File: src/design/tsf_cfg.svh
// constants of the temperature frame formatter: register offsets,
// field positions, reset values and message framing counts
// assumes byte addresses on an 8-bit slice of the bus address
`ifndef TSF_CFG_SVH
`define TSF_CFG_SVH

// =====================================================================
// register byte offsets
`define TSF_ADDR_CTRL 8'h00
`define TSF_ADDR_TEMP1 8'h04
`define TSF_ADDR_TEMP2 8'h08
`define TSF_ADDR_ERR 8'h0C
`define TSF_ADDR_SMSG 8'h10
`define TSF_ADDR_MUXWR 8'h14
`define TSF_ADDR_STAT 8'h18
`define TSF_ADDR_IRQ_STAT 8'h1C
`define TSF_ADDR_IRQ_MASK 8'h20

// =====================================================================
// field positions
`define TSF_CTRL_EN 0
`define TSF_CTRL_FMT_LO 1
`define TSF_CTRL_FMT_HI 2
`define TSF_CTRL_SMSG_EN 3
`define TSF_CTRL_MUXN_LO 4
`define TSF_CTRL_MUXN_HI 7
`define TSF_SMSG_ID_HI 7
`define TSF_SMSG_DATA_LO 8
`define TSF_SMSG_DATA_HI 19
`define TSF_SMSG_CRC_LO 20
`define TSF_SMSG_CRC_HI 25
`define TSF_MUXWR_IDX_LO 16
`define TSF_MUXWR_IDX_HI 19
`define TSF_IRQ_FRAME 0
`define TSF_IRQ_MSG 1
`define TSF_IRQ_CLAMP 2

// =====================================================================
// reset values
`define TSF_CTRL_RST 8'hF0
`define TSF_TEMP_RST 12'h000
`define TSF_SMSG_RST 26'h0
`define TSF_IRQ_RST 3'h0

// =====================================================================
// data limits and message framing
`define TSF_DATA_MIN 12'h001
`define TSF_DATA_MAX 12'hFF0
`define TSF_MSG_FRAMES 5'd18
`define TSF_MSG_SYNC 6'h3F

`endif

File: src/design/tsf_pkg.sv
// types of the temperature frame formatter
// assumes nothing of its surroundings
package tsf_pkg;

  // =====================================================================
  // frame layouts selected by software
  typedef enum logic [1:0] {
    TSF_FMT_ZERO = 2'h0,
    TSF_FMT_DUAL = 2'h1,
    TSF_FMT_SECURE = 2'h2,
    TSF_FMT_MUX = 2'h3
  } tsf_fmt_t;

  // =====================================================================
  // serial message sequencer states
  typedef enum logic [1:0] {
    TSF_MS_IDLE = 2'b01,
    TSF_MS_SEND = 2'b10
  } tsf_msg_state_t;

endpackage

File: src/design/tsf_frame_formatter.sv
// temperature frame formatter: builds status and data nibbles per frame
// assumes an apb master on pclk and a nibble transmitter that pulses
// frame_req once per frame, synchronous to pclk
// =====================================================================
// What this block does
// - each sample is twelve bits in channel one
// - seven nibbles per frame (status and six data), six carrying data, four in multiplexed mode (two pad nibbles)
// - channel two: zeros, second temperature, or secure
// - multiplexed frames step control values ascending
// - status bits zero and one flag channel errors
// - multiplexed mode redefines status bits zero, one
// - status bits two, three carry optional messages
// - messages use 12-bit data, 8-bit identifier
// - extra data uses supplementary channel identifiers
// - ordinary samples avoid reserved signalling codes
// - primary temperature in channel one, except in multiplexed mode
//
// The placing of the registers and register access over APB were chosen for this implementation.
`timescale 1ns/1ps
`include "tsf_cfg.svh"
module tsf_frame_formatter import tsf_pkg::*; (
  // clock and reset
  input wire logic pclk,
  input wire logic presetn,
  // apb slave
  input wire logic psel,
  input wire logic penable,
  input wire logic pwrite,
  input wire logic [7:0] paddr,
  input wire logic [31:0] pwdata,
  output logic [31:0] prdata,
  output logic pready,
  output logic pslverr,
  // frame side
  input wire logic frame_req,
  output logic frame_valid,
  output logic [3:0] frame_status,
  output logic [23:0] frame_data,
  // interrupt
  output logic irq
);

  // =====================================================================
  // registers
  logic [7:0] ctrl_q;
  logic [11:0] temp1_q;
  logic [11:0] temp2_q;
  logic [1:0] err_q;
  logic [25:0] smsg_q;
  logic [11:0] mux_mem [16];
  logic [7:0] roll_q;
  logic [3:0] frame_control_value_q;
  logic [2:0] irq_stat_q;
  logic [2:0] irq_mask_q;
  logic [31:0] prdata_q;
  logic pslverr_q;
  logic pready_q;
  logic frame_valid_q;
  logic [3:0] frame_status_q;
  logic [23:0] frame_data_q;
  logic irq_q;

  // decoded fields and strobes
  logic en;
  logic smsg_en;
  tsf_fmt_t fmt;
  logic [3:0] muxn;
  logic wr_en;
  logic rd_setup;
  logic accept;
  logic msg_bit2;
  logic msg_bit3;
  logic msg_busy;
  logic msg_done;
  logic [11:0] fc1_val;
  logic [11:0] fc2_val;
  logic [11:0] mux_val;
  logic clamp_hit;
  logic [3:0] status_d;
  logic [23:0] data_d;
  logic [2:0] irq_set;
  logic [2:0] irq_clr;

  assign en = ctrl_q[`TSF_CTRL_EN];
  assign smsg_en = ctrl_q[`TSF_CTRL_SMSG_EN];
  assign fmt = tsf_fmt_t'(ctrl_q[`TSF_CTRL_FMT_HI:`TSF_CTRL_FMT_LO]);
  assign muxn = ctrl_q[`TSF_CTRL_MUXN_HI:`TSF_CTRL_MUXN_LO];
  assign wr_en = psel & penable & pwrite;
  assign rd_setup = psel & ~penable;
  assign accept = frame_req & en;

  // keeps an ordinary sample out of the reserved codes
  function automatic logic [11:0] tsf_clamp(input logic [11:0] v);
    if (v < `TSF_DATA_MIN) begin
      return `TSF_DATA_MIN;
    end else if (v > `TSF_DATA_MAX) begin
      return `TSF_DATA_MAX;
    end
    return v;
  endfunction

  // true when a raw sample had to be moved into range
  function automatic logic tsf_out(input logic [11:0] v);
    return (v < `TSF_DATA_MIN) || (v > `TSF_DATA_MAX);
  endfunction

  // =====================================================================
  // apb control registers, written in the access phase
  always_ff @(posedge pclk or negedge presetn) begin
    if (!presetn) begin
      ctrl_q <= `TSF_CTRL_RST;
      temp1_q <= `TSF_TEMP_RST;
      temp2_q <= `TSF_TEMP_RST;
      err_q <= 2'h0;
      smsg_q <= `TSF_SMSG_RST;
      irq_mask_q <= `TSF_IRQ_RST;
    end else if (wr_en) begin
      unique case (paddr)
        `TSF_ADDR_CTRL: ctrl_q <= pwdata[7:0];
        `TSF_ADDR_TEMP1: temp1_q <= pwdata[11:0];
        `TSF_ADDR_TEMP2: temp2_q <= pwdata[11:0];
        `TSF_ADDR_ERR: err_q <= pwdata[1:0];
        `TSF_ADDR_SMSG: smsg_q <= pwdata[25:0];
        `TSF_ADDR_IRQ_MASK: irq_mask_q <= pwdata[2:0];
        default: ;
      endcase
    end
  end

  // multiplexed channel values, one word per frame control value
  always_ff @(posedge pclk) begin
    if (wr_en && paddr == `TSF_ADDR_MUXWR) begin
      mux_mem[pwdata[`TSF_MUXWR_IDX_HI:`TSF_MUXWR_IDX_LO]] <=
        pwdata[11:0];
    end
  end

  // =====================================================================
  // read data captured in the setup phase, zero wait access
  always_ff @(posedge pclk or negedge presetn) begin
    if (!presetn) begin
      prdata_q <= 32'h00000000;
      pslverr_q <= 1'b0;
      pready_q <= 1'b0;
    end else begin
      pready_q <= 1'b1;
      if (rd_setup) begin
        pslverr_q <= 1'b0;
        prdata_q <= 32'h00000000;
        unique case (paddr)
          `TSF_ADDR_CTRL: prdata_q <= {24'h000000, ctrl_q};
          `TSF_ADDR_TEMP1: prdata_q <= {20'h00000, temp1_q};
          `TSF_ADDR_TEMP2: prdata_q <= {20'h00000, temp2_q};
          `TSF_ADDR_ERR: prdata_q <= {30'h0, err_q};
          `TSF_ADDR_SMSG: prdata_q <= {6'h0, smsg_q};
          `TSF_ADDR_MUXWR: prdata_q <= 32'h00000000;
          `TSF_ADDR_STAT: begin
            prdata_q <= {19'h0, msg_busy, frame_control_value_q, roll_q};
          end
          `TSF_ADDR_IRQ_STAT: prdata_q <= {29'h0, irq_stat_q};
          `TSF_ADDR_IRQ_MASK: prdata_q <= {29'h0, irq_mask_q};
          default: pslverr_q <= 1'b1;
        endcase
      end
    end
  end

  assign prdata = prdata_q;
  assign pready = pready_q;
  assign pslverr = pslverr_q;

  // =====================================================================
  // serial message channel on status bits two and three
  tsf_serial_msg u_msg (
    .pclk(pclk),
    .presetn(presetn),
    .start(smsg_en & en & ~msg_busy),
    .msg_id(smsg_q[`TSF_SMSG_ID_HI:0]),
    .msg_data(smsg_q[`TSF_SMSG_DATA_HI:`TSF_SMSG_DATA_LO]),
    .msg_crc(smsg_q[`TSF_SMSG_CRC_HI:`TSF_SMSG_CRC_LO]),
    .frame_step(accept),
    .bit2(msg_bit2),
    .bit3(msg_bit3),
    .busy(msg_busy),
    .done(msg_done)
  );

  // =====================================================================
  // channel values for the next frame
  assign fc1_val = tsf_clamp(temp1_q);
  assign fc2_val = tsf_clamp(temp2_q);
  assign mux_val = tsf_clamp(mux_mem[frame_control_value_q]);

  // frame assembly per layout
  always_comb begin
    data_d = {fc1_val, 12'h000};
    status_d = {msg_bit3, msg_bit2, err_q[1], err_q[0]};
    clamp_hit = tsf_out(temp1_q);
    unique case (fmt)
      TSF_FMT_ZERO: data_d = {fc1_val, 12'h000};
      TSF_FMT_DUAL: begin
        data_d = {fc1_val, fc2_val};
        clamp_hit = tsf_out(temp1_q) | tsf_out(temp2_q);
      end
      TSF_FMT_SECURE: begin
        data_d = {fc1_val, roll_q, ~fc1_val[11:8]};
      end
      TSF_FMT_MUX: begin
        // control value, pad, 12-bit data in nibbles three to five, pad
        data_d = {frame_control_value_q, 4'h0, mux_val, 4'h0};
        status_d = {msg_bit3, msg_bit2, err_q[0],
                    (frame_control_value_q == 4'h0)};
        clamp_hit = tsf_out(mux_mem[frame_control_value_q]);
      end
    endcase
  end

  // frame outputs, one frame per accepted request
  always_ff @(posedge pclk or negedge presetn) begin
    if (!presetn) begin
      frame_valid_q <= 1'b0;
      frame_status_q <= 4'h0;
      frame_data_q <= 24'h000000;
    end else begin
      frame_valid_q <= accept;
      if (accept) begin
        frame_status_q <= status_d;
        frame_data_q <= data_d;
      end
    end
  end

  assign frame_valid = frame_valid_q;
  assign frame_status = frame_status_q;
  assign frame_data = frame_data_q;

  // rolling counter advances once per secure frame
  always_ff @(posedge pclk or negedge presetn) begin
    if (!presetn) begin
      roll_q <= 8'h00;
    end else if (accept && fmt == TSF_FMT_SECURE) begin
      roll_q <= roll_q + 8'h01;
    end
  end

  // frame control value wraps after the last configured one
  always_ff @(posedge pclk or negedge presetn) begin
    if (!presetn) begin
      frame_control_value_q <= 4'h0;
    end else if (fmt != TSF_FMT_MUX) begin
      frame_control_value_q <= 4'h0;
    end else if (accept) begin
      frame_control_value_q <= (frame_control_value_q >= muxn) ?
        4'h0 : frame_control_value_q + 4'h1;
    end
  end

  // =====================================================================
  // sticky events, write one to clear, a set wins over the clear
  assign irq_set = {accept & clamp_hit, msg_done, accept};
  assign irq_clr = (wr_en && paddr == `TSF_ADDR_IRQ_STAT) ?
                   pwdata[2:0] : 3'h0;

  always_ff @(posedge pclk or negedge presetn) begin
    if (!presetn) begin
      irq_stat_q <= `TSF_IRQ_RST;
    end else begin
      irq_stat_q <= (irq_stat_q & ~irq_clr) | irq_set;
    end
  end

  // level interrupt from unmasked status
  always_ff @(posedge pclk or negedge presetn) begin
    if (!presetn) begin
      irq_q <= 1'b0;
    end else begin
      irq_q <= |(irq_stat_q & irq_mask_q);
    end
  end

  assign irq = irq_q;

  // =====================================================================
  // checks
  property p_fc1_temp;
    @(posedge pclk) disable iff (!presetn)
      (accept && fmt != TSF_FMT_MUX) |=>
        frame_data[23:12] == tsf_clamp($past(temp1_q));
  endproperty
  a_fc1_temp: assert property (p_fc1_temp)
    else $error("channel one does not hold the primary temperature");

  property p_zero_fill;
    @(posedge pclk) disable iff (!presetn)
      (accept && fmt == TSF_FMT_ZERO) |=> frame_data[11:0] == 12'h000;
  endproperty
  a_zero_fill: assert property (p_zero_fill)
    else $error("channel two not zero filled");

  property p_secure_inv;
    @(posedge pclk) disable iff (!presetn)
      (accept && fmt == TSF_FMT_SECURE) |=>
        frame_data[3:0] == ~frame_data[23:20] &&
        frame_data[11:4] == $past(roll_q);
  endproperty
  a_secure_inv: assert property (p_secure_inv)
    else $error("secure channel two malformed");

  property p_roll_step;
    @(posedge pclk) disable iff (!presetn)
      (accept && fmt == TSF_FMT_SECURE) |=>
        roll_q == $past(roll_q) + 8'h01;
  endproperty
  a_roll_step: assert property (p_roll_step)
    else $error("rolling counter did not advance");

  property p_mux_order;
    @(posedge pclk) disable iff (!presetn)
      (accept && fmt == TSF_FMT_MUX && frame_control_value_q < muxn) ##1
        (fmt == TSF_FMT_MUX) |->
        frame_data[23:20] == $past(frame_control_value_q) &&
        frame_control_value_q == $past(frame_control_value_q) + 4'h1;
  endproperty
  a_mux_order: assert property (p_mux_order)
    else $error("frame control values not ascending");

  property p_err_bits;
    @(posedge pclk) disable iff (!presetn)
      (accept && fmt != TSF_FMT_MUX) |=>
        frame_status[1:0] == $past(err_q);
  endproperty
  a_err_bits: assert property (p_err_bits)
    else $error("status error bits do not follow channel errors");

  property p_mux_status;
    @(posedge pclk) disable iff (!presetn)
      (accept && fmt == TSF_FMT_MUX) |=>
        frame_status[0] == ($past(frame_control_value_q) == 4'h0);
  endproperty
  a_mux_status: assert property (p_mux_status)
    else $error("multiplexed status bit zero wrong");

  property p_no_msg;
    @(posedge pclk) disable iff (!presetn)
      (accept && !msg_busy) |=> frame_status[3:2] == 2'b00;
  endproperty
  a_no_msg: assert property (p_no_msg)
    else $error("message bits set with no message running");

  property p_range;
    @(posedge pclk) disable iff (!presetn)
      accept |=> (($past(fmt) == TSF_FMT_MUX) ? frame_data[15:4] :
        frame_data[23:12]) inside {[`TSF_DATA_MIN:`TSF_DATA_MAX]};
  endproperty
  a_range: assert property (p_range)
    else $error("reserved code sent as a sample");

endmodule

File: src/design/tsf_serial_msg.sv
// enhanced serial message sequencer: bits 2 and 3 of the status nibble
// assumes one frame_step pulse per frame sent, in the pclk domain
`timescale 1ns/1ps
`include "tsf_cfg.svh"
module tsf_serial_msg import tsf_pkg::*; (
  // clock and reset
  input wire logic pclk,
  input wire logic presetn,
  // message content and control
  input wire logic start,
  input wire logic [7:0] msg_id,
  input wire logic [11:0] msg_data,
  input wire logic [5:0] msg_crc,
  input wire logic frame_step,
  // nibble bits and progress
  output logic bit2,
  output logic bit3,
  output logic busy,
  output logic done
);

  tsf_msg_state_t state_q;
  logic [17:0] sh2_q;
  logic [17:0] sh3_q;
  logic [4:0] left_q;

  // =====================================================================
  // load both bit streams, then shift one bit per frame
  always_ff @(posedge pclk or negedge presetn) begin
    if (!presetn) begin
      state_q <= TSF_MS_IDLE;
      sh2_q <= 18'h0;
      sh3_q <= 18'h0;
      left_q <= 5'd0;
      done <= 1'b0;
    end else begin
      done <= 1'b0;
      unique case (state_q)
        TSF_MS_IDLE: begin
          if (start) begin
            // sync ones, then 8-bit id and 12-bit data, config bit 0
            sh3_q <= {`TSF_MSG_SYNC, 2'b00, msg_id[7:4], 1'b0,
                      msg_id[3:0], 1'b0};
            sh2_q <= {msg_crc, msg_data};
            left_q <= `TSF_MSG_FRAMES;
            state_q <= TSF_MS_SEND;
          end
        end
        TSF_MS_SEND: begin
          if (frame_step) begin
            sh2_q <= {sh2_q[16:0], 1'b0};
            sh3_q <= {sh3_q[16:0], 1'b0};
            left_q <= left_q - 5'd1;
            if (left_q == 5'd1) begin
              state_q <= TSF_MS_IDLE;
              done <= 1'b1;
            end
          end
        end
      endcase
    end
  end

  // current frame bits, zero while idle
  assign busy = (state_q == TSF_MS_SEND);
  assign bit2 = busy & sh2_q[17];
  assign bit3 = busy & sh3_q[17];

  property p_msg_sync;
    @(posedge pclk) disable iff (!presetn)
      (start && state_q == TSF_MS_IDLE) |=> bit3 && left_q == 5'd18;
  endproperty
  a_msg_sync: assert property (p_msg_sync)
    else $error("message does not open with sync bit");

endmodule

File: config.mk
export PLATFORM = sky130hd
export DESIGN_NAME = tsf_frame_formatter
export DESIGN_NICKNAME = d
export VERILOG_FILES = /design/src/design/tsf_pkg.sv /design/src/design/tsf_frame_formatter.sv /design/src/design/tsf_serial_msg.sv
export VERILOG_INCLUDE_DIRS = /design/src /design/src/design
export SDC_FILE = /design/constraint.sdc
export NUM_CORES = 1
export LEC_CHECK = 0
export ABC_AREA = 0
export ABC_CLOCK_PERIOD_IN_PS = 2900
export BUFFER_PORTS_ARGS = -buffer_cell sky130_fd_sc_hd__buf_2
export CAP_MARGIN = 20
export CORE_MARGIN = 10
export CORE_UTILIZATION = 45
export DETAILED_ROUTE_END_ITERATION = 8
export REMOVE_ABC_BUFFERS = 1
export SLEW_MARGIN = 20
export SYNTH_ARGS = -nofsm -noshare
export SYNTH_HDL_FRONTEND = slang
export SYNTH_SLANG_ARGS = --single-unit
export TNS_END_PERCENT = 100
File: constraint.sdc
create_clock -name pclk -period 2.9 [get_ports pclk]
set_input_delay 0.29 -clock pclk [delete_from_list [all_inputs] [get_ports pclk]]
set_output_delay 0.29 -clock pclk [all_outputs]
set_load 0.02 [all_outputs]
==> results.cfg <==
[sta]
setup_viol = 0
drv_slew = 0
slew_headroom_pct = 46.1
period_needed_ns = 2.73
maxClockFrequency_mhz = 366
hold_ws_ns = 0.0739
setup_slack_ns = 0.171
period_share_pct = 94.1
tightest_slew_ns = 0.805
finClkSkew_ns = 0.0189
grt_setup_unrepaired = false
hold_violations = 0

[worst_setup_path]
r2r-start = frame_control_value_q[1]
crit_path_cell_trace = buf_4 -> mux4_2 -> mux2i_1 -> o22ai_1 -> buf_4 -> nand4_1 -> or2_2 -> a221oi_2
arrival_ns = 3.16
path_delay_family = flip-flops
slowest_delay_ns = 0.72
critPathSlowestCell = dfrtp_2
r2r_end = irq_stat_q[2]
timing.critical_path.buf_inv = 2
crit_path_frequent_cell = buf_4
cp.required_ns = 3.33
timing_worst_setup_path_type = reg2reg
ff2ff_path_depth = 8
end_kind = flip-flop
r2r_slack_ns = 0.17
path_max_fanout = 20
startpoint_type = flip-flop

[routing]
drt-pass1-iter-count = 6
dr.first_iter.drc_count = 834
vias = 9668
routed_via_density = 5.69
drc = 0
final_antenna_net_count = 0
drt-total-wl_um = 38600
wl_per_cell_um = 22.7

[floorplan]
die_h_um = 205
initial_core_util_pct = 45.8
design.die.area_um2 = 42100
rows = 67
core_um2 = 33700
ios = 110
die_x_um = 205

[power_and_ir_drop]
peakVddDrop_uv = 416
leakage_nw = 7.45
p_per_area_nw_per_um2 = 613

[clocking]
clock-sinks = 371
cts_resized = 0
cts_buffers = 40
clkLatencyLatePin_ns = 0.54
cts_tree = built
clkTransAtPathRegs_ns = 0.06
cts_max_path_buffers = 3
clk_root_buffer_cell = clkbuf_16
ctsHtreeMaxLevel = 2

[yosys]
ys_ff_latch = 371
netlist_top_cells_area = edfxtp_1 (37%), dfrtp_1 (28%), mux2_2 (5.9%)
yosys.area.top_type_share_pct = 37.3
syn_area_per_cell_um2 = 14.5
synthArstFlopShare_pct = 48.2
synth_edf_count = 192
synth_area_leader_cell = edfxtp_1
syn_inst = 1068
ys_types = 59
ys_seq_area_share_pct = 66.4
syn_area_um2 = 15400
synth_ff_type = edfxtp_1
yosysWarnings = 0

[placed_design]
gp_congestion = 0.837
portBuffers = 97
hpwl_um = 25800
placed_area_um2 = 16700
post-place-ws_ns = 0.0316
place_inst = 1610

[global_route]
grt_pass1_wl_um = 59700
grt_pass1_vias = 9853
grt-ovfl-total = 0
grt_max_degree = 87
antenna_found_initial = 1
grtUsageTotal_pct = 18.4

[layout]
final_cell_count_no_fill = 1698
syn2layout_area_growth_pct = 17.6
antenna_cells = 0
final_common_cell = edfxtp_1
mostFrequentLayoutCells = edfxtp_1 (192), dfrtp_1 (172), nand2_1 (110)
fin_area_um2 = 18200
fin_nets = 1275
layout-drive-gt1-share_pct = 27.4

[worst_hold_path]
min_path_cells = 2
min_from = pwdata[16]
min_to = smsg_q[16]
hold_path.class = in2reg

[job]
maxCapViolations = 0

[run_status]
status = finished, final reports clean
==> logic make-up after synthesis <==
group	share of synthesized area (%)
adders and majority gates	0.729
AOI/OAI and AO/OA	8.59
muxes	13.0
buffers and inverters	2.35
other	0.0486
xor gates and xnor gates	0.624
DFF	66.4
and+or+nand+nor	8.26
==> worst reg2reg max path: stages, from the launching register on <==
cell      delay (ns)
dfrtp_2         0.72
buf_4           0.32
mux4_2          0.22
mux2i_1         0.09
o22ai_1         0.37
buf_4           0.19
nand4_1         0.13
or2_2           0.38
a221oi_2        0.22
==> layer usage <==
metal / up-vias / share of wire (%) / track usage [%]
met5: - / 0.028 / 0
met4: 2 / 2.0 / 5.09
met3: 52 / 7.1 / 3.63
met2: 312 / 46 / 28.1
met1: 4923 / 45 / 26.2
li1: 4379 / - / -
==> metrics by stage <==
stage	util (%)	power, mW	setup TNS, ns
2_1_floorplan	-	5.99	-15.35
3_3_place_gp	49.5	6.24	0
3_5_place_dp	49.5	6.25	0
4_1_cts	53.8	11.2	0
5_1_grt	53.9	11.5	0
6_report	53.9	11.1	0
==> Yosys cell counts, drive strengths merged, types with 17 or more instances <==
library cell	number
edfxtp	192
dfrtp	174
nand2	110
mux2	81
nor2	80
mux4	41
clkbuf	36
a31oi	33
a22o	27
buf	27
a22oi	18
o21ai	18
nand3	17
==> sequential cells by signal, summed over array words and instances, names as in the netlist <==
name	flops
mux_mem	192
prdata	26
smsg_q	26
frame_data	24
u_msg.sh2_q	18
u_msg.sh3_q	17
temp1_q	12
temp2_q	12
ctrl_q	8
roll_q	8
u_msg.left_q	5
frame_control_value_q	4
frame_status	4
irq_mask_q	3
irq_stat_q	3
err_q	2
u_msg.state_q	2
frame_valid	1
irq	1
pready	1
pslverr	1
u_msg.done	1
==> how the worst max path moves through the flow <==
stage / start / endpoint / slack (ns) / depth (start not counted)
2_1_floorplan: frame_control_value_q[0] / irq_stat_q[2] / -1.01 / 6
3_3_place_gp: frame_control_value_q[0] / irq_stat_q[2] / 0.09 / 8
3_5_place_dp: frame_control_value_q[0] / irq_stat_q[2] / 0.03 / 8
4_1_cts: frame_control_value_q[1] / irq_stat_q[2] / 0.14 / 8
5_1_grt: frame_control_value_q[1] / irq_stat_q[2] / 0.02 / 8
6_report: frame_control_value_q[1] / irq_stat_q[2] / 0.17 / 8
==> area by class of cell <==
class / count / area [um^2]
Sequential cell: 371 / 10300
Inverter: 16 / 60.1
Timing Repair Buffer: 168 / 1110
Tap cell: 448 / 561
Clock inverter: 11 / 92.6
Fill cell: 2835 / 15500
Multi-Input combinational cell: 623 / 4890
Clock buffer: 61 / 1200
==> report_power, final <==
| part | total [mW] | leakage, nW | switching [mW] | internal [mW] |
|---|---|---|---|---|
| sequential | 5.71 | 4.01 | 0.0722 | 5.64 |
| clock | 4.98 | 0.631 | 2.03 | 2.95 |
| combinational | 0.447 | 2.82 | 0.297 | 0.149 |
==> timing repair <==
item,in CTS,in global routing
hold buffers,11,0
buffers inserted,4,0
setup endpoints to repair,1,0
endpoints found under the hold margin,88,0
(Power assumes the default switching activity.)
